**config.mk**
```make
export PLATFORM = sky130hd
export DESIGN_NAME = pirpc_top
export DESIGN_NICKNAME = d
export VERILOG_FILES = /design/src/shared/pirpc_pkg.sv /design/src/rtl/pirpc_sync.sv /design/src/rtl/pirpc_timer.sv /design/src/rtl/pirpc_top.sv
export SDC_FILE = /design/constraint.sdc
export NUM_CORES = 1
export LEC_CHECK = 0
export BUFFER_PORTS_ARGS = -buffer_cell sky130_fd_sc_hd__buf_2
export CORE_ASPECT_RATIO = 0.8
export CORE_MARGIN = 5
export CORE_UTILIZATION = 35
export CTS_CLUSTER_DIAMETER = 80
export DETAILED_ROUTE_END_ITERATION = 7
export PLACE_DENSITY = 0.66
export SETUP_SLACK_MARGIN = 0.05
export SYNTH_ARGS = -nofsm -noshare
export SYNTH_HDL_FRONTEND = slang
export SYNTH_SLANG_ARGS = --single-unit
```
**constraint.sdc**
```tcl
create_clock -name clk -period 5.6 [get_ports clk]
set_input_delay 0.84 -clock clk [delete_from_list [all_inputs] [get_ports clk]]
set_output_delay 0.84 -clock clk [all_outputs]
set_load 0.01 [all_outputs]
```
**src/shared/pirpc_pkg.sv**
```systemverilog
// ============================================================
// event, reset and power-down constants
package pirpc_pkg;
  // clock and times
  localparam int unsigned CLK_HZ = 40_000_000;
  localparam int unsigned ENERGY_TIMEOUT_MS = 256;
  localparam int unsigned SOFT_RESET_US = 256;
  localparam int unsigned PD_RESET_US = 256;
  localparam int unsigned ENERGY_TIMEOUT_CYC = (CLK_HZ / 1000) * ENERGY_TIMEOUT_MS;
  localparam int unsigned SOFT_RESET_CYC = (CLK_HZ / 1_000_000) * SOFT_RESET_US;
  localparam int unsigned PD_RESET_CYC = (CLK_HZ / 1_000_000) * PD_RESET_US;
  localparam int unsigned TIMER_W = 24;
  localparam int unsigned CFG_SETTLE_CYC = 3;

  // register indices
  localparam logic [4:0] REG_BASIC_CTRL = 5'h00;
  localparam logic [4:0] REG_BASIC_STAT = 5'h01;
  localparam logic [4:0] REG_AN_EXPANSION = 5'h06;
  localparam logic [4:0] REG_IDLE_ERR_CNT = 5'h0a;
  localparam logic [4:0] REG_MODE_CTRL = 5'h11;
  localparam logic [4:0] REG_INT_SOURCE = 5'h1d;
  localparam logic [4:0] REG_INT_MASK = 5'h1e;

  // field positions
  localparam int unsigned CTRL_SOFT_RESET_BIT = 15;
  localparam int unsigned CTRL_POWER_DOWN_BIT = 11;
  localparam int unsigned MODE_EDPD_BIT = 13;
  localparam int unsigned MODE_ENERGY_BIT = 1;
  localparam int unsigned FLG_TX_OVF = 10;
  localparam int unsigned FLG_TX_UNF = 9;
  localparam int unsigned FLG_IDLE_OVF = 8;
  localparam int unsigned FLG_ENERGY = 7;
  localparam int unsigned FLG_AN_DONE = 6;
  localparam int unsigned FLG_REM_FAULT = 5;
  localparam int unsigned FLG_LINK_DOWN = 4;
  localparam int unsigned FLG_PAR_FAULT = 2;
  localparam int unsigned FLG_PAGE_RX = 1;

  // implemented flag positions, reset values
  localparam logic [15:0] FLAG_IMPL = 16'h07f6;
  localparam logic [15:0] FLAGS_RST = 16'h0000;
  localparam logic [15:0] MASK_RST = 16'h0000;
  localparam logic ENERGY_RST = 1'b1;
  localparam logic EDPD_RST = 1'b0;
endpackage

```
**src/rtl/pirpc_sync.sv**
```systemverilog
`timescale 1ns/10ps
// ============================================================
// two-stage synchroniser, one per bit
module pirpc_sync #(
  parameter int W = 1
) (
  // clock and reset
  input wire logic clk,
  input wire logic rst,
  // data
  input wire logic [W-1:0] d,
  output logic [W-1:0] q
);
  genvar i;
  generate
    for (i = 0; i < W; i++)
    begin : g_bit
      logic meta_r;
      logic sync_r;
      // first stage feeds only the second
      always_ff @(posedge clk or posedge rst)
      begin
        if (rst)
        begin
          meta_r <= 1'b0;
          sync_r <= 1'b0;
        end
        else
        begin
          meta_r <= d[i];
          sync_r <= meta_r;
        end
      end
      assign q[i] = sync_r;
    end
  endgenerate
endmodule // pirpc_sync

```
**src/rtl/pirpc_timer.sv**
```systemverilog
`timescale 1ns/10ps
// ============================================================
// down-counter, one-cycle done pulse at expiry
module pirpc_timer #(
  parameter int W = 24
) (
  // clock and reset
  input wire logic clk,
  input wire logic rst,
  // control
  input wire logic start,
  input wire logic stop,
  input wire logic [W-1:0] load,
  output logic busy,
  output logic done
);
  logic [W-1:0] cnt_r, cnt_nxt;
  logic done_r, done_nxt;

  // next count; start reloads, stop abandons
  always_comb
  begin
    cnt_nxt = cnt_r;
    done_nxt = 1'b0;
    if (start)
      cnt_nxt = load;
    else if (stop)
      cnt_nxt = '0;
    else if (cnt_r != '0)
    begin
      cnt_nxt = cnt_r - 1'b1;
      done_nxt = (cnt_r == {{(W-1){1'b0}}, 1'b1});
    end
  end

  always_ff @(posedge clk or posedge rst)
  begin
    if (rst)
    begin
      cnt_r <= '0;
      done_r <= 1'b0;
    end
    else
    begin
      cnt_r <= cnt_nxt;
      done_r <= done_nxt;
    end
  end

  assign busy = (cnt_r != '0);
  assign done = done_r;
endmodule // pirpc_timer

```
**src/rtl/pirpc_top.sv**
```systemverilog
`timescale 1ns/10ps
// ============================================================
// event flags, interrupt, resets and power-down
module pirpc_top
  import pirpc_pkg::*;
#(
  parameter int unsigned ENERGY_CYC = ENERGY_TIMEOUT_CYC,
  parameter int unsigned SRST_CYC = SOFT_RESET_CYC,
  parameter int unsigned PDRST_CYC = PD_RESET_CYC
) (
  // clock and hardware reset
  input wire logic clk,
  input wire logic rst,
  // register access from the management port
  input wire logic mgmt_wr_en,
  input wire logic mgmt_rd_en,
  input wire logic [4:0] mgmt_addr,
  input wire logic [15:0] mgmt_wdata,
  output logic [15:0] mgmt_rdata,
  // status from the core, same clock
  input wire logic an_complete,
  input wire logic remote_fault,
  input wire logic link_status,
  input wire logic par_det_fault,
  input wire logic page_received,
  input wire logic tx_fifo_ovf,
  input wire logic tx_fifo_unf,
  input wire logic idle_err_ovf,
  input wire logic renegotiate,
  input wire logic manual_mode,
  input wire logic ability_detect,
  // line energy from the line_detector_a detector, asynchronous
  input wire logic line_detector_a,
  // configuration pins and straps, asynchronous
  input wire logic [3:0] config_pins,
  input wire logic [1:0] config_straps,
  // outputs
  output logic irq_n,
  output logic core_reset,
  output logic core_power_down,
  output logic tx_inhibit,
  output logic [3:0] cfg_pins_latched,
  output logic [1:0] cfg_straps_latched,
  output logic cfg_valid
);
  import pirpc_pkg::*;

  typedef enum {RS_RUN, RS_SOFT, RS_PD} pirpc_rst_t;
  typedef enum {EN_BOOT, EN_ON, EN_WAIT_AD, EN_LOST, EN_HOLD, EN_OFF} pirpc_en_t;

  // ============================================================
  // input synchronisers
  logic energy_s;
  logic [3:0] cfg_pins_s;
  logic [1:0] cfg_straps_s;

  pirpc_sync #(.W(7)) u_sync (
    .clk(clk),
    .rst(rst),
    .d({line_detector_a, config_pins, config_straps}),
    .q({energy_s, cfg_pins_s, cfg_straps_s})
  );

  // ============================================================
  // strap and config pin capture after hardware reset release
  logic [1:0] cfg_wait_r, cfg_wait_nxt;
  logic cfg_valid_r, cfg_valid_nxt;
  logic [3:0] cfg_pins_r, cfg_pins_nxt;
  logic [1:0] cfg_straps_r, cfg_straps_nxt;

  // waits out synchroniser depth, captures once
  always_comb
  begin
    cfg_wait_nxt = cfg_wait_r;
    cfg_valid_nxt = cfg_valid_r;
    cfg_pins_nxt = cfg_pins_r;
    cfg_straps_nxt = cfg_straps_r;
    if (!cfg_valid_r)
    begin
      if (cfg_wait_r != 2'h0)
        cfg_wait_nxt = cfg_wait_r - 2'h1;
      else
      begin
        cfg_valid_nxt = 1'b1;
        cfg_pins_nxt = cfg_pins_s;
        cfg_straps_nxt = cfg_straps_s;
      end
    end
  end

  always_ff @(posedge clk or posedge rst)
  begin
    if (rst)
    begin
      cfg_wait_r <= 2'(CFG_SETTLE_CYC - 1);
      cfg_valid_r <= 1'b0;
      cfg_pins_r <= 4'h0;
      cfg_straps_r <= 2'h0;
    end
    else
    begin
      cfg_wait_r <= cfg_wait_nxt;
      cfg_valid_r <= cfg_valid_nxt;
      cfg_pins_r <= cfg_pins_nxt;
      cfg_straps_r <= cfg_straps_nxt;
    end
  end

  // ============================================================
  // soft reset and power-down reset sequencing
  pirpc_rst_t rs_r, rs_nxt;
  logic soft_bit_r, soft_bit_nxt;
  logic pd_bit_r, pd_bit_nxt;
  logic edpd_r, edpd_nxt;
  logic rst_tmr_start, rst_tmr_done;
  logic [TIMER_W-1:0] rst_tmr_load;
  logic ctrl_wr, logic_clr;

  assign ctrl_wr = mgmt_wr_en && (mgmt_addr == REG_BASIC_CTRL);
  assign logic_clr = (rs_r == RS_SOFT);

  // state, self-clearing soft bit, power-down bit
  always_comb
  begin
    rs_nxt = rs_r;
    soft_bit_nxt = soft_bit_r;
    pd_bit_nxt = pd_bit_r;
    edpd_nxt = edpd_r; // exempt from soft reset
    rst_tmr_start = 1'b0;
    rst_tmr_load = TIMER_W'(SRST_CYC);
    if (mgmt_wr_en && (mgmt_addr == REG_MODE_CTRL))
      edpd_nxt = mgmt_wdata[MODE_EDPD_BIT];
    case (rs_r)
      RS_RUN:
      begin
        if (ctrl_wr && mgmt_wdata[CTRL_SOFT_RESET_BIT])
        begin
          rs_nxt = RS_SOFT;
          soft_bit_nxt = 1'b1;
          rst_tmr_start = 1'b1;
        end
        else if (ctrl_wr)
        begin
          pd_bit_nxt = mgmt_wdata[CTRL_POWER_DOWN_BIT];
          if (pd_bit_r && !mgmt_wdata[CTRL_POWER_DOWN_BIT])
          begin
            rs_nxt = RS_PD;
            rst_tmr_start = 1'b1;
            rst_tmr_load = TIMER_W'(PDRST_CYC);
          end
        end
      end
      RS_SOFT:
      begin
        pd_bit_nxt = 1'b0;
        if (rst_tmr_done)
        begin
          rs_nxt = RS_RUN;
          soft_bit_nxt = 1'b0;
        end
      end
      RS_PD:
      begin
        if (rst_tmr_done)
          rs_nxt = RS_RUN;
      end
      default:
        rs_nxt = RS_RUN;
    endcase
  end

  always_ff @(posedge clk or posedge rst)
  begin
    if (rst)
    begin
      rs_r <= RS_RUN;
      soft_bit_r <= 1'b0;
      pd_bit_r <= 1'b0;
      edpd_r <= EDPD_RST;
    end
    else
    begin
      rs_r <= rs_nxt;
      soft_bit_r <= soft_bit_nxt;
      pd_bit_r <= pd_bit_nxt;
      edpd_r <= edpd_nxt;
    end
  end

  pirpc_timer #(.W(TIMER_W)) u_rst_tmr (
    .clk(clk),
    .rst(rst),
    .start(rst_tmr_start),
    .stop(1'b0),
    .load(rst_tmr_load),
    .busy(),
    .done(rst_tmr_done)
  );

  // ============================================================
  // energy present tracking
  pirpc_en_t en_r, en_nxt;
  logic present_r, present_nxt;
  logic boot_r;
  logic en_tmr_start, en_tmr_done, energy_evt;

  // boot timeout, arrival, loss delay, clear delay
  always_comb
  begin
    en_nxt = en_r;
    present_nxt = present_r;
    en_tmr_start = 1'b0;
    energy_evt = 1'b0;
    case (en_r)
      EN_BOOT:
      begin
        en_tmr_start = boot_r;
        if (energy_s)
          en_nxt = EN_ON;
        else if (en_tmr_done)
        begin
          en_nxt = EN_OFF;
          present_nxt = 1'b0;
        end
      end
      EN_OFF:
      begin
        if (energy_s)
        begin
          en_nxt = EN_ON;
          present_nxt = 1'b1;
          energy_evt = 1'b1;
        end
      end
      EN_ON:
      begin
        if (!energy_s && manual_mode)
        begin
          en_nxt = EN_LOST;
          en_tmr_start = 1'b1;
        end
        else if (!energy_s)
          en_nxt = EN_WAIT_AD;
      end
      EN_WAIT_AD:
      begin
        if (energy_s)
          en_nxt = EN_ON;
        else if (ability_detect)
        begin
          en_nxt = EN_LOST;
          en_tmr_start = 1'b1;
        end
      end
      EN_LOST:
      begin
        if (energy_s)
          en_nxt = EN_ON;
        else if (en_tmr_done)
        begin
          en_nxt = EN_HOLD;
          energy_evt = 1'b1;
          en_tmr_start = 1'b1;
        end
      end
      EN_HOLD:
      begin
        if (en_tmr_done)
        begin
          en_nxt = EN_OFF;
          present_nxt = 1'b0;
        end
      end
      default:
        en_nxt = EN_OFF;
    endcase
  end

  always_ff @(posedge clk or posedge rst)
  begin
    if (rst)
    begin
      en_r <= EN_BOOT;
      present_r <= ENERGY_RST;
      boot_r <= 1'b1;
    end
    else
    begin
      en_r <= en_nxt;
      present_r <= present_nxt;
      boot_r <= 1'b0;
    end
  end

  pirpc_timer #(.W(TIMER_W)) u_en_tmr (
    .clk(clk),
    .rst(rst),
    .start(en_tmr_start),
    .stop(1'b0),
    .load(TIMER_W'(ENERGY_CYC)),
    .busy(),
    .done(en_tmr_done)
  );

  // ============================================================
  // source flags, mask and read data
  logic [15:0] flags_r, flags_nxt, mask_r, mask_nxt, rdata_r, rdata_nxt;
  logic [15:0] set_v, clr_v;
  logic [5:0] prev_r;
  logic present_d_r;
  logic irq_n_r, irq_n_nxt;
  logic rd_stat, rd_exp, rd_idle, rd_src, link_fall;

  assign rd_stat = mgmt_rd_en && (mgmt_addr == REG_BASIC_STAT);
  assign rd_exp = mgmt_rd_en && (mgmt_addr == REG_AN_EXPANSION);
  assign rd_idle = mgmt_rd_en && (mgmt_addr == REG_IDLE_ERR_CNT);
  assign rd_src = mgmt_rd_en && (mgmt_addr == REG_INT_SOURCE);
  assign link_fall = prev_r[2] && !link_status;

  // set and clear terms; set wins over clear
  always_comb
  begin
    set_v = 16'h0000;
    clr_v = 16'h0000;
    set_v[FLG_TX_OVF] = tx_fifo_ovf;
    clr_v[FLG_TX_OVF] = !tx_fifo_ovf;
    set_v[FLG_TX_UNF] = tx_fifo_unf;
    clr_v[FLG_TX_UNF] = !tx_fifo_unf;
    set_v[FLG_IDLE_OVF] = idle_err_ovf && !prev_r[0];
    clr_v[FLG_IDLE_OVF] = rd_idle;
    set_v[FLG_ENERGY] = energy_evt;
    clr_v[FLG_ENERGY] = (present_d_r && !present_r) || rd_src;
    set_v[FLG_AN_DONE] = an_complete && !prev_r[1];
    clr_v[FLG_AN_DONE] = (prev_r[1] && !an_complete) || rd_src;
    set_v[FLG_REM_FAULT] = remote_fault && !prev_r[3];
    clr_v[FLG_REM_FAULT] = (prev_r[3] && !remote_fault) || rd_stat || rd_src;
    set_v[FLG_LINK_DOWN] = link_fall;
    clr_v[FLG_LINK_DOWN] = rd_stat || rd_src;
    set_v[FLG_PAR_FAULT] = par_det_fault && !prev_r[4];
    clr_v[FLG_PAR_FAULT] = (prev_r[4] && !par_det_fault) || rd_exp || rd_src
      || renegotiate || link_fall;
    set_v[FLG_PAGE_RX] = page_received && !prev_r[5];
    clr_v[FLG_PAGE_RX] = (prev_r[5] && !page_received) || rd_exp || rd_src
      || renegotiate || link_fall;
    flags_nxt = ((flags_r & ~clr_v) | set_v) & FLAG_IMPL;
    mask_nxt = mask_r;
    if (mgmt_wr_en && (mgmt_addr == REG_INT_MASK))
      mask_nxt = mgmt_wdata & FLAG_IMPL;
    if (logic_clr)
    begin
      flags_nxt = FLAGS_RST;
      mask_nxt = MASK_RST;
    end
    irq_n_nxt = ~|(flags_r & mask_r & FLAG_IMPL);
    rdata_nxt = 16'h0000;
    case (mgmt_addr)
      REG_BASIC_CTRL:
      begin
        rdata_nxt[CTRL_SOFT_RESET_BIT] = soft_bit_r;
        rdata_nxt[CTRL_POWER_DOWN_BIT] = pd_bit_r;
      end
      REG_MODE_CTRL:
      begin
        rdata_nxt[MODE_EDPD_BIT] = edpd_r;
        rdata_nxt[MODE_ENERGY_BIT] = present_r;
      end
      REG_INT_SOURCE:
        rdata_nxt = flags_r;
      REG_INT_MASK:
        rdata_nxt = mask_r;
      default:
        rdata_nxt = 16'h0000;
    endcase
    if (!mgmt_rd_en)
      rdata_nxt = rdata_r;
  end

  always_ff @(posedge clk or posedge rst)
  begin
    if (rst)
    begin
      flags_r <= FLAGS_RST;
      mask_r <= MASK_RST;
      prev_r <= 6'h00;
      present_d_r <= ENERGY_RST;
      irq_n_r <= 1'b1;
      rdata_r <= 16'h0000;
    end
    else
    begin
      flags_r <= flags_nxt;
      mask_r <= mask_nxt;
      prev_r <= {page_received, par_det_fault, remote_fault, link_status, an_complete,
        idle_err_ovf};
      present_d_r <= present_r;
      irq_n_r <= irq_n_nxt;
      rdata_r <= rdata_nxt;
    end
  end

  // ============================================================
  // power and reset outputs
  logic core_reset_r, core_pd_r, tx_inh_r;

  always_ff @(posedge clk or posedge rst)
  begin
    if (rst)
    begin
      core_reset_r <= 1'b1;
      core_pd_r <= 1'b0;
      tx_inh_r <= 1'b0;
    end
    else
    begin
      core_reset_r <= (rs_nxt != RS_RUN);
      core_pd_r <= pd_bit_nxt || (edpd_r && !energy_s);
      tx_inh_r <= edpd_r && !energy_s;
    end
  end

  assign irq_n = irq_n_r;
  assign core_reset = core_reset_r;
  assign core_power_down = core_pd_r;
  assign tx_inhibit = tx_inh_r;
  assign mgmt_rdata = rdata_r;
  assign cfg_pins_latched = cfg_pins_r;
  assign cfg_straps_latched = cfg_straps_r;
  assign cfg_valid = cfg_valid_r;
endmodule // pirpc_top

```
======== Word-level counts from Yosys, hierarchy flattened ========
Cells that the tools add are included.
word-level totals
  word-level logic and storage cells ...... 199
  input port bits ......................... 43
  bits in registers ....................... 196
  output and inout bits ................... 27
operators by class
  reductions and logical operators ........ 71
  equal/unequal tests ..................... 23
  bitwise gates (word level) .............. 6
  mux-type cells .......................... 58
  add/subtract/negate cells ............... 3
operator list
  kind                                                                   count
  32-bit two-way mux                                                     13
  32-bit case mux with 6 select lines                                    1
  32-bit by 2-bit == test with 1-bit output (second input constant)      4
  24-bit two-way mux                                                     4
  32-bit by 1-bit == test with 1-bit output (second input constant)      2
  32-bit by 3-bit == test with 1-bit output (second input constant)      2
  32-bit logical NOT                                                     2
  32-bit case mux with 2 select lines                                    1
  24-bit by 1-bit == test with 1-bit output (second input constant)      2
  24-bit nonzero test                                                    2
  24-bit by 1-bit subtractor with 24-bit output (second input constant)  2
  16-bit two-way mux                                                     2
  32-bit nonzero test                                                    1
  1-bit two-way mux                                                      23
  11-bit AND                                                             2
  1-bit logical AND                                                      22
  9-bit case mux with 2 select lines                                     1
  1-bit logical NOT                                                      16
  5-bit == test (second input constant)                                  3
  1-bit case mux with 3 select lines                                     5
  1-bit logical OR                                                       14
  1-bit case mux with 2 select lines                                     6
  11-bit two-way mux                                                     1
  11-bit inverter                                                        1
  other kinds (20)                                                       29

======== Longest topological paths before layout ========
Gate-level depths: netlist (run 1).
  depth in word-level cells ............... 10
  depth in mapped cells ................... 8
  gate-level depth less buffers ........... 7

======== By module ========
Synthesis (run 1) repeated with hierarchy kept, for this count alone.
unflattened totals
  cell total of the unflattened synthesis .. 744
  area total of the unflattened synthesis .. 7,967.6 µm²
modules (own cells, without submodules)
  module       area an instance (µm²)  cells each  times used  seq. area each (µm²)
  pirpc_top    4,380.5                 350         1           2,985.4
  pirpc_timer  1,590.3                 186         2           625.6
  pirpc_sync   406.6                   22          1           350.3

======== Worst setup path before layout (run 1) ========
OpenSTA, ideal clock, no wires.
  kind .................................... flip-flop to flip-flop
  start ................................... register u_rst_tmr.cnt_r[16]
  end ..................................... register u_rst_tmr.cnt_r[1]
  data required time ...................... 5,528 ps
  setup time .............................. 72 ps
  path slack .............................. 3,326 ps
  cell stages (with the launch flop) ...... 6
  clock period less this slack ............ 2,274 ps
  data arrival time ....................... 2,202 ps
  buffers on the path ..................... 0
  path through ............................ dfrtp_1 or4_4 or4b_4 nor3_4 mux2_1 nor2_1
on the way
  cells in the longest elaborated chain, start to end .. 2
ends and longest elaborated chain
  what                                 line               source
  start, declared                      pirpc_timer.sv:17  logic [W-1:0] cnt_r, cnt_nxt;
  start signal, assigned               pirpc_timer.sv:45  cnt_r <= cnt_nxt;
  24-bit nonzero test                  n/a
  2-bit nonzero test (no source line)  n/a
Every way passes these cells.
A chain may end at the register's enable or synchronous reset.

======== Worst setup path in the final report (run 1) ========
  start ................................... register u_en_tmr.cnt_r[2]
  end ..................................... register u_en_tmr.cnt_r[21]
on the way
  cells in the longest elaborated chain, start to end .. 3
ends and longest elaborated chain
  what                                           line               source
  start, declared                                pirpc_timer.sv:17
  start signal, assigned                         pirpc_timer.sv:45
  24-bit by 1-bit subtractor with 24-bit output  pirpc_timer.sv:31  cnt_nxt = cnt_r - 1'b1;
  24-bit two-way mux                             pirpc_timer.sv:29  else if (cnt_r != '0)
  24-bit two-way mux                             pirpc_timer.sv:25  if (start)
Parallel ways exist; a longest one is shown, timed or not. The select of a mux whose other input is x is not followed.

==> results by group, run 1 <==
Outcome
  – Outcome: complete, no violations

Critical path
  – Data arrival at the endpoint of the critical path: approximately 3.3 ns
  – Required time worst endpoint: roughly 6.0 ns
  – Slowest cell on crit path: sky130_fd_sc_hd__nor3b_2
  – Largest stage delay on the critical path: 0.97 ns
  – Crit path cell chain: nor4_2 > nand2_1 > nor3b_2 > o21ai_0 > a21oi_1
  – Largest fanout of any net on the critical path: 18
  – Crit path capture type: flip-flop
  – CP startpoint kind: flip-flop
  – Total buffers and inverters traversed by the critical path: 0
  – Kind of cell adding the most delay to the critical path: simple AND/OR/NAND/NOR gates
  – CP Class: flip-flop to flip-flop

Logic synthesis
  – Yosys reg bits: 183
  – Number of synthesized flops with an enable pin: 0
  – Synth Cell Area: around 7400 sq um
  – Number of unique standard cell types used by synthesis: 70
  – Count of synthesis-stage warnings from yosys: 0
  – Gate count after technology mapping: 656
  – Fraction of the yosys area taken by sequential cells: 61.7%
  – Async set-reset flop share out of synthesis: 100%
  – Mean Syn Cell Area: ~11 sq um
  – Most instantiated flip-flop cell in the synthesis netlist: sky130_fd_sc_hd__dfrtp_1

Pwr
  – Net Switching: around 0.65 mW
  – Leakage: 3.68 nW
  – Logic gate share of total power: 4.1%
  – Peak VDD IR: 0.241 mV
  – Proportion of total power due to net switching: 23.9%
  – Sequential power share: 52.0%
  – Internal power contribution: about 2 mW
  – Ratio of total power to cell area: 306 nW/um^2
  – Total chip power: between 2 and 3 mW
  – Part of the power in the clock network: around 44%

STA
  – Share of the clock period used by the worst path: a little over half
  – Worst clock skew: 0.0139 ns
  – Setup TNS Final: 0 ns
  – Slew of the pin with the lowest slew margin: 1.09 ns
  – RSZ-0062 raised after global routing: false
  – Max-slew violation count: 0
  – Worst path setup slack after routing: 2.68 ns
  – Final worst path period need: approximately 2.9 ns
  – Hold Vio Cnt, Final: 0
  – Count of endpoints failing setup in the final report: 0
  – Fmax: roughly 340 MHz
  – Worst slew slack as a fraction of its limit: 27.1%
  – Minimum hold slack: 0.350 ns

Clock tree
  – # H-tree levels: 4
  – Post-CTS resize count: 0
  – Source-to-sink clock delay at the later pin of the worst-skew pair: ~0.43 ns
  – Root Buffer Master: sky130_fd_sc_hd__clkbuf_16
  – Number of buffers inserted during clock tree synthesis: 17
  – Clock Pin Slew Worst Setup and Hold Paths: 0.07 ns
  – Maximum buffer depth of the clock tree: 2
  – Number of sinks on the clock net: between 150 and 200
  – Post-CTS setup buffer count: 0
  – CTS tree: built
  – Number of hold buffers added after CTS: 0

Global routing
  – Pin count of the biggest net entering global routing: 184
  – All-layer global routing usage: between 10% and 20%
  – Met2 usage: 18.3%
  – Final global-route overflow total: 0
  – Most Used Layer, Global Route: met2
  – Global-route wire length before repair: 24.8 mm
  – Met3 Usage GRT: under 10%
  – Via count of the first global-routing pass: 4,981
  – Fraction of met1 tracks used by global routing: approximately 18%
  – Initial antenna violation count: 0

Place
  – IO buf count: a little over 60
  – Post-detailed-placement half-perimeter wirelength: 9.78 mm
  – Pre-CTS worst setup slack: 2.74 ns
  – Placer congestion estimate: 0.779

Routing
  – Remaining DRCs: 0
  – Total detailed-routing wirelength: 14.5 mm
  – Routed vias: 5,100
  – Mean number of vias per cell: between 4 and 5
  – Routed wirelength normalized by instance count: 13.7 um
  – Drt first pass iters: 5
  – Count of antenna-violating nets left after detailed routing: 0
  – Number of DRC markers in iteration 0: 371

Final layout
  – Most common library cell in the layout ignoring fill and taps: sky130_fd_sc_hd__dfrtp_1
  – Area growth from synthesis to layout: 18.6%
  – Antenna diode count: 0
  – # fillers: around 2,000
  – Final-stage net count: 824
  – Commonest non-fill, non-tap cells in the layout: sky130_fd_sc_hd__dfrtp_1 (177), sky130_fd_sc_hd__conb_1 (64), sky130_fd_sc_hd__nor2_1 (63), sky130_fd_sc_hd__buf_2 (61), sky130_fd_sc_hd__a21oi_1 (37)
  – Area taken by multi-input logic gates: ~2900 sq um
  – FF/Latch Area: between 4000 and 5000 sq um
  – Share of cells above drive strength 1: about 17%

Min path
  – Hold Path Class: flip-flop to flip-flop

Run
  – Max-cap viol count: 0

Floorplanning
  – Die outline area: 24,300 sq um
  – Chip width: between 150 and 200 um
  – Die height: 140 um
  – Floorplan Core Area: 20,800 sq um
  – Number of placement rows: 47
  – Count of boundary I/O pins: 70
  – Effective utilization at floorplan: 35.7%
==> layer usage <==
| metal | share of wire [%] | vias up | wire, um |
|---|---|---|---|
| met5 | 0 | - | 0 |
| met4 | 0.73 | 0 | 106 |
| met3 | 4.9 | 9 | 711 |
| met2 | 45 | 114 | 6500 |
| met1 | 49 | 2464 | 7160 |
| li1 | - | 2513 | - |
==> Yosys cell counts (all sizes together) (3+ instances only) <==
master / count / area, sq um
dfrtp: 177 / 4430
nor2: 63 / 236
a21oi: 37 / 185
o21ai: 35 / 175
nand2: 29 / 109
nor4: 28 / 203
inv: 27 / 101
nand3: 21 / 110
clkbuf: 19 / 72.6
or3: 19 / 124
nor3: 18 / 101
xnor2: 14 / 123
nor2b: 13 / 81.3
nand2b: 11 / 68.8
or4: 11 / 86.3
a22oi: 10 / 75.1
mux2: 10 / 113
mux2i: 10 / 100
nand3b: 8 / 60.1
and3: 7 / 43.8
buf: 7 / 51.3
a211oi: 6 / 45.0
dfstp: 6 / 158
nand4: 6 / 37.5
or2: 6 / 37.5
xor2: 6 / 52.6
ha: 5 / 62.6
o31ai: 5 / 37.5
a31oi: 4 / 25.0
and2: 4 / 26.3
nor3b: 4 / 35.0
a21o: 3 / 22.5
==> final timing paths <==
check | startpoint | end | slack, ns | cells after the start
max | u_en_tmr.cnt_r[2] | u_en_tmr.cnt_r[21] | 2.68 | 5
min | u_sync.g_bit[1].meta_r | u_sync.g_bit[1].sync_r | 0.35 | 0
max reg2reg | u_en_tmr.cnt_r[2] | u_en_tmr.cnt_r[21] | 2.68 | 5
min reg2reg | u_sync.g_bit[1].meta_r | u_sync.g_bit[1].sync_r | 0.35 | 0
max in group asynchronous | rst | mgmt_rdata[8] | 4.24 | 3
min in group asynchronous | rst | cfg_straps_latched[0] | 0.68 | 3
==> through the flow <==
| step | instances | util, % | area [sq um] |
|---|---|---|---|
| floorplan | 719 | - | 7680 |
| detailed placement | 1026 | 39.6 | 8240 |
| CTS | 1058 | 42.4 | 8820 |
| global placement | 1026 | 39.6 | 8240 |
| finish | 1058 | 42.4 | 8820 |
| global route | 1058 | 42.4 | 8820 |
==> sequential cells by signal, summed over array words and instances, names as in the netlist, 2 cells and up <==
| signal | cells |
|---|---|
| u_rst_tmr.cnt_r | 24 |
| flags_r | 9 |
| mgmt_rdata | 12 |
| u_sync.g_bit.meta_r | 7 |
| cfg_straps_latched | 2 |
| u_sync.g_bit.sync_r | 7 |
| u_en_tmr.cnt_r | 24 |
| prev_r | 6 |
| cfg_pins_latched | 4 |
| mask_r | 9 |
| rs_r | 32 |
| en_r | 32 |
| cfg_wait_r | 2 |
==> logic make-up after synthesis <==
group	share of synthesized area, %
adders and majority gates	0.976
and+or+nand+nor	19.5
xor gates and xnor gates	2.36
buffers and inverters	3.03
other	0.0504
muxes	2.86
AOI/OAI and AO/OA	9.57
DFF	61.7
==> layout make-up <==
cell class	instances	area share, %
flip-flops and latches	183	52.0
multi-input cells	483	32.5
well taps	269	3.82
clock buffers	18	4.87
clock inverters	14	1.74
inverters	27	1.19
repair buffers	64	3.86
==> power groups by stage <==
stage	registers (mW)	logic [mW]	clock network, mW
after CTS	1.41	0.113	1.22
after global placement	1.43	0.111	0
after floorplan	1.43	0.0677	0
after global routing	1.41	0.131	1.28
final	1.41	0.111	1.18
after detailed placement	1.43	0.113	0
==> worst register-to-register path, cell delays in order (launching register included) <==
cell and delay [ns]:
sky130_fd_sc_hd__dfrtp_1 0.44, sky130_fd_sc_hd__nor4_2 0.67, sky130_fd_sc_hd__nand2_1 0.39, sky130_fd_sc_hd__nor3b_2 0.97, sky130_fd_sc_hd__o21ai_0 0.22, sky130_fd_sc_hd__a21oi_1 0.17
Power figures use the tool's default switching activity.
==> run 2: changes to the inputs <==
==> constraint.sdc (replaced) <==
create_clock -name clk -period 2.6 [get_ports clk]
set_input_delay 0.39 -clock clk [delete_from_list [all_inputs] [get_ports clk]]
set_output_delay 0.39 -clock clk [all_outputs]
set_load 0.01 [all_outputs]
==> results by group, run 2 (same netlist as run 1, synthesis figures left out) <==
Routing
  – Mean number of vias per cell: about 4.8
  – Met3 WL post-DR: 659 um
  – Drt first pass iters: 5
  – Number of DRC markers in iteration 0: just under 300
  – Met2 wire length: 6.42 mm
  – Routed wirelength normalized by instance count: 13.7 um
  – Remaining DRCs: 0
  – Routed vias: 5,157
  – Top routing layer in use: met4
  – Count of antenna-violating nets left after detailed routing: 0
  – Total detailed-routing wirelength: 14.7 mm
  – Total routed wire length on the met1 layer: 7.51 mm

Global routing
  – Pin count of the biggest net entering global routing: 52
  – Initial antenna violation count: 0
  – All-layer global routing usage: between 10% and 20%
  – Final global-route overflow total: 0
  – Via count of the first global-routing pass: 5,141
  – Global-route wire length before repair: 25.8 mm

Clock tree
  – # H-tree levels: 4
  – Maximum buffer depth of the clock tree: 2
  – Source-to-sink clock delay at the later pin of the worst-skew pair: 0.43 ns
  – Number of buffers inserted during clock tree synthesis: 17
  – Number of sinks on the clock net: 183
  – CTS tree: built
  – Root Buffer Master: sky130_fd_sc_hd__clkbuf_16
  – Post-CTS setup buffer count: 0
  – Clock Pin Slew Worst Setup and Hold Paths: roughly 0.070 ns

STA
  – Hold Vio Cnt, Final: 0
  – Slew of the pin with the lowest slew margin: 0.767 ns
  – Max-slew violation count: 0
  – RSZ-0062 raised after global routing: false
  – Share of the clock period used by the worst path: ~92%
  – Count of endpoints failing setup in the final report: 0
  – Worst clock skew: roughly 0.011 ns
  – Setup TNS Final: 0 ns
  – Final worst path period need: 2.39 ns
  – Fmax: 419 MHz
  – Minimum hold slack: ~0.055 ns
  – Worst slew slack as a fraction of its limit: 48.4%

Critical path
  – Worst Reg-to-Reg Cells: 5
  – Largest stage delay on the critical path: roughly 0.60 ns
  – CP Class: flip-flop to flip-flop
  – Required time worst endpoint: 2.90 ns
  – Total buffers and inverters traversed by the critical path: 0
  – CP startpoint kind: flip-flop
  – Kind of cell adding the most delay to the critical path: simple AND/OR/NAND/NOR gates
  – Slowest cell on crit path: sky130_fd_sc_hd__or4b_4
  – Endpoint of the most critical register-to-register path: u_rst_tmr.cnt_r[8]
  – Data arrival at the endpoint of the critical path: ~2.7 ns
  – Startpoint of the worst setup timing path: u_rst_tmr.cnt_r[16]
  – Capture point of the critical path: u_rst_tmr.cnt_r[8]
  – Worst r2r src: u_rst_tmr.cnt_r[16]
  – Largest fanout of any net on the critical path: 6
  – Flop2flop setup slack: 0.21 ns
  – Stages on the worst setup path: 5
  – Crit path cell chain: or4_4 > or4b_4 > or3_4 > or3b_1 > a21oi_1
  – Crit path capture type: flip-flop

Pwr
  – Total chip power: 5.89 mW
  – Internal power contribution: 4.46 mW
  – Logic gate share of total power: 4.3%
  – Net Switching: 1.44 mW
  – Peak VDD IR: 0.426 mV
  – Sequential power share: between 50% and 60%
  – Ratio of total power to cell area: 654 nW/um^2
  – Proportion of total power due to net switching: between 20% and 30%
  – Part of the power in the clock network: around 44%
  – Leakage: 3.79 nW

Floorplanning
  – Count of boundary I/O pins: 70
  – Number of placement rows: 47
  – Die outline area: 24,300 sq um
  – Die height: 140 um
  – Chip width: 173 um
  – Floorplan Core Area: 20,800 sq um
  – Effective utilization at floorplan: 35.7%

Run
  – Max-cap viol count: 0

Final layout
  – Final-stage net count: 844
  – Area growth from synthesis to layout: 21.2%
  – Antenna diode count: 0
  – Share of cells above drive strength 1: 18.9%
  – Commonest non-fill, non-tap cells in the layout: sky130_fd_sc_hd__dfrtp_1 (177), sky130_fd_sc_hd__conb_1 (64), sky130_fd_sc_hd__nor2_1 (63), sky130_fd_sc_hd__buf_2 (61), sky130_fd_sc_hd__a21oi_1 (37)
  – Registers with the most flip-flops: en_r (32), rs_r (32)
  – Post-layout util: 43.3%
  – Most common library cell in the layout ignoring fill and taps: sky130_fd_sc_hd__dfrtp_1
  – Fin area: around 9000 sq um

Place
  – Placer congestion estimate: 0.783
  – Post-detailed-placement half-perimeter wirelength: 10.4 mm
  – IO buf count: 61
  – Total placed instance area: 8400 sq um

Min path
  – Hold Path Class: input port to flip-flop

Outcome
  – Outcome: complete, no violations
==> run 2: changes by cell type in the layout (fill, tap and decap cells not counted), sizes merged <==
cell	before	now
buf	64	83
clkinv	2	5
clkinvlp	2	3
dlygate4sd3	0	1
inv	36	32
==> run 2: area by class of cell <==
type / instances / area, sq um
Clock buffer: 18 / 439
Inverter: 27 / 105
Timing Repair Buffer: 84 / 518
Tap cell: 269 / 337
Multi-Input combinational cell: 483 / 2870
Sequential cell: 183 / 4590
Fill cell: 1966 / 11800
Clock inverter: 14 / 161
==> run 2: layer usage <==
metal / track usage (%) / vias to the layer above
met1: 18.8 / 2490
li1: - / 2549
met5: 0 / -
met2: 18.8 / 105
met3: 3.53 / 13
met4: 3.44 / 0
==> run 2: what timing repair did <==
action / 4_1_cts / 5_1_grt
resized for setup: 0 / 0
endpoints found under the hold margin: 13 / 0
setup endpoints to repair: 0 / 0
hold buffers: 1 / 0
==> run 2: power groups by stage <==
stage	combinational, mW	sequential, mW	clock, mW
after floorplan	0.146	3.07	0
after global placement	0.251	3.08	0
after detailed placement	0.257	3.08	0
after CTS	0.259	3.03	2.66
after global routing	0.297	3.04	2.78
final	0.253	3.02	2.62
==> run 2: worst min-delay path by stage <==
stage / cells past startpoint / slack (ns) / endpoint / startpoint
2_1_floorplan: 0 / 0.33 / u_sync.g_bit[0].sync_r / u_sync.g_bit[0].meta_r
3_3_place_gp: 0 / 0.33 / u_sync.g_bit[5].sync_r / u_sync.g_bit[5].meta_r
3_5_place_dp: 0 / 0.33 / u_sync.g_bit[4].sync_r / u_sync.g_bit[4].meta_r
4_1_cts: 1 / 0.04 / u_sync.g_bit[1].meta_r / config_straps[1]
6_report: 1 / 0.06 / u_sync.g_bit[0].meta_r / config_straps[0]
5_1_grt: 1 / 0.03 / u_sync.g_bit[0].meta_r / config_straps[0]
==> run 2: metrics by stage <==
stage | std cells | worst slack [ns]
finish | 1078 | 0.214
CTS | 1078 | 0.216
global placement | 1045 | 0.237
global route | 1078 | 0.132
detailed placement | 1045 | 0.205
floorplan | 719 | -0.136
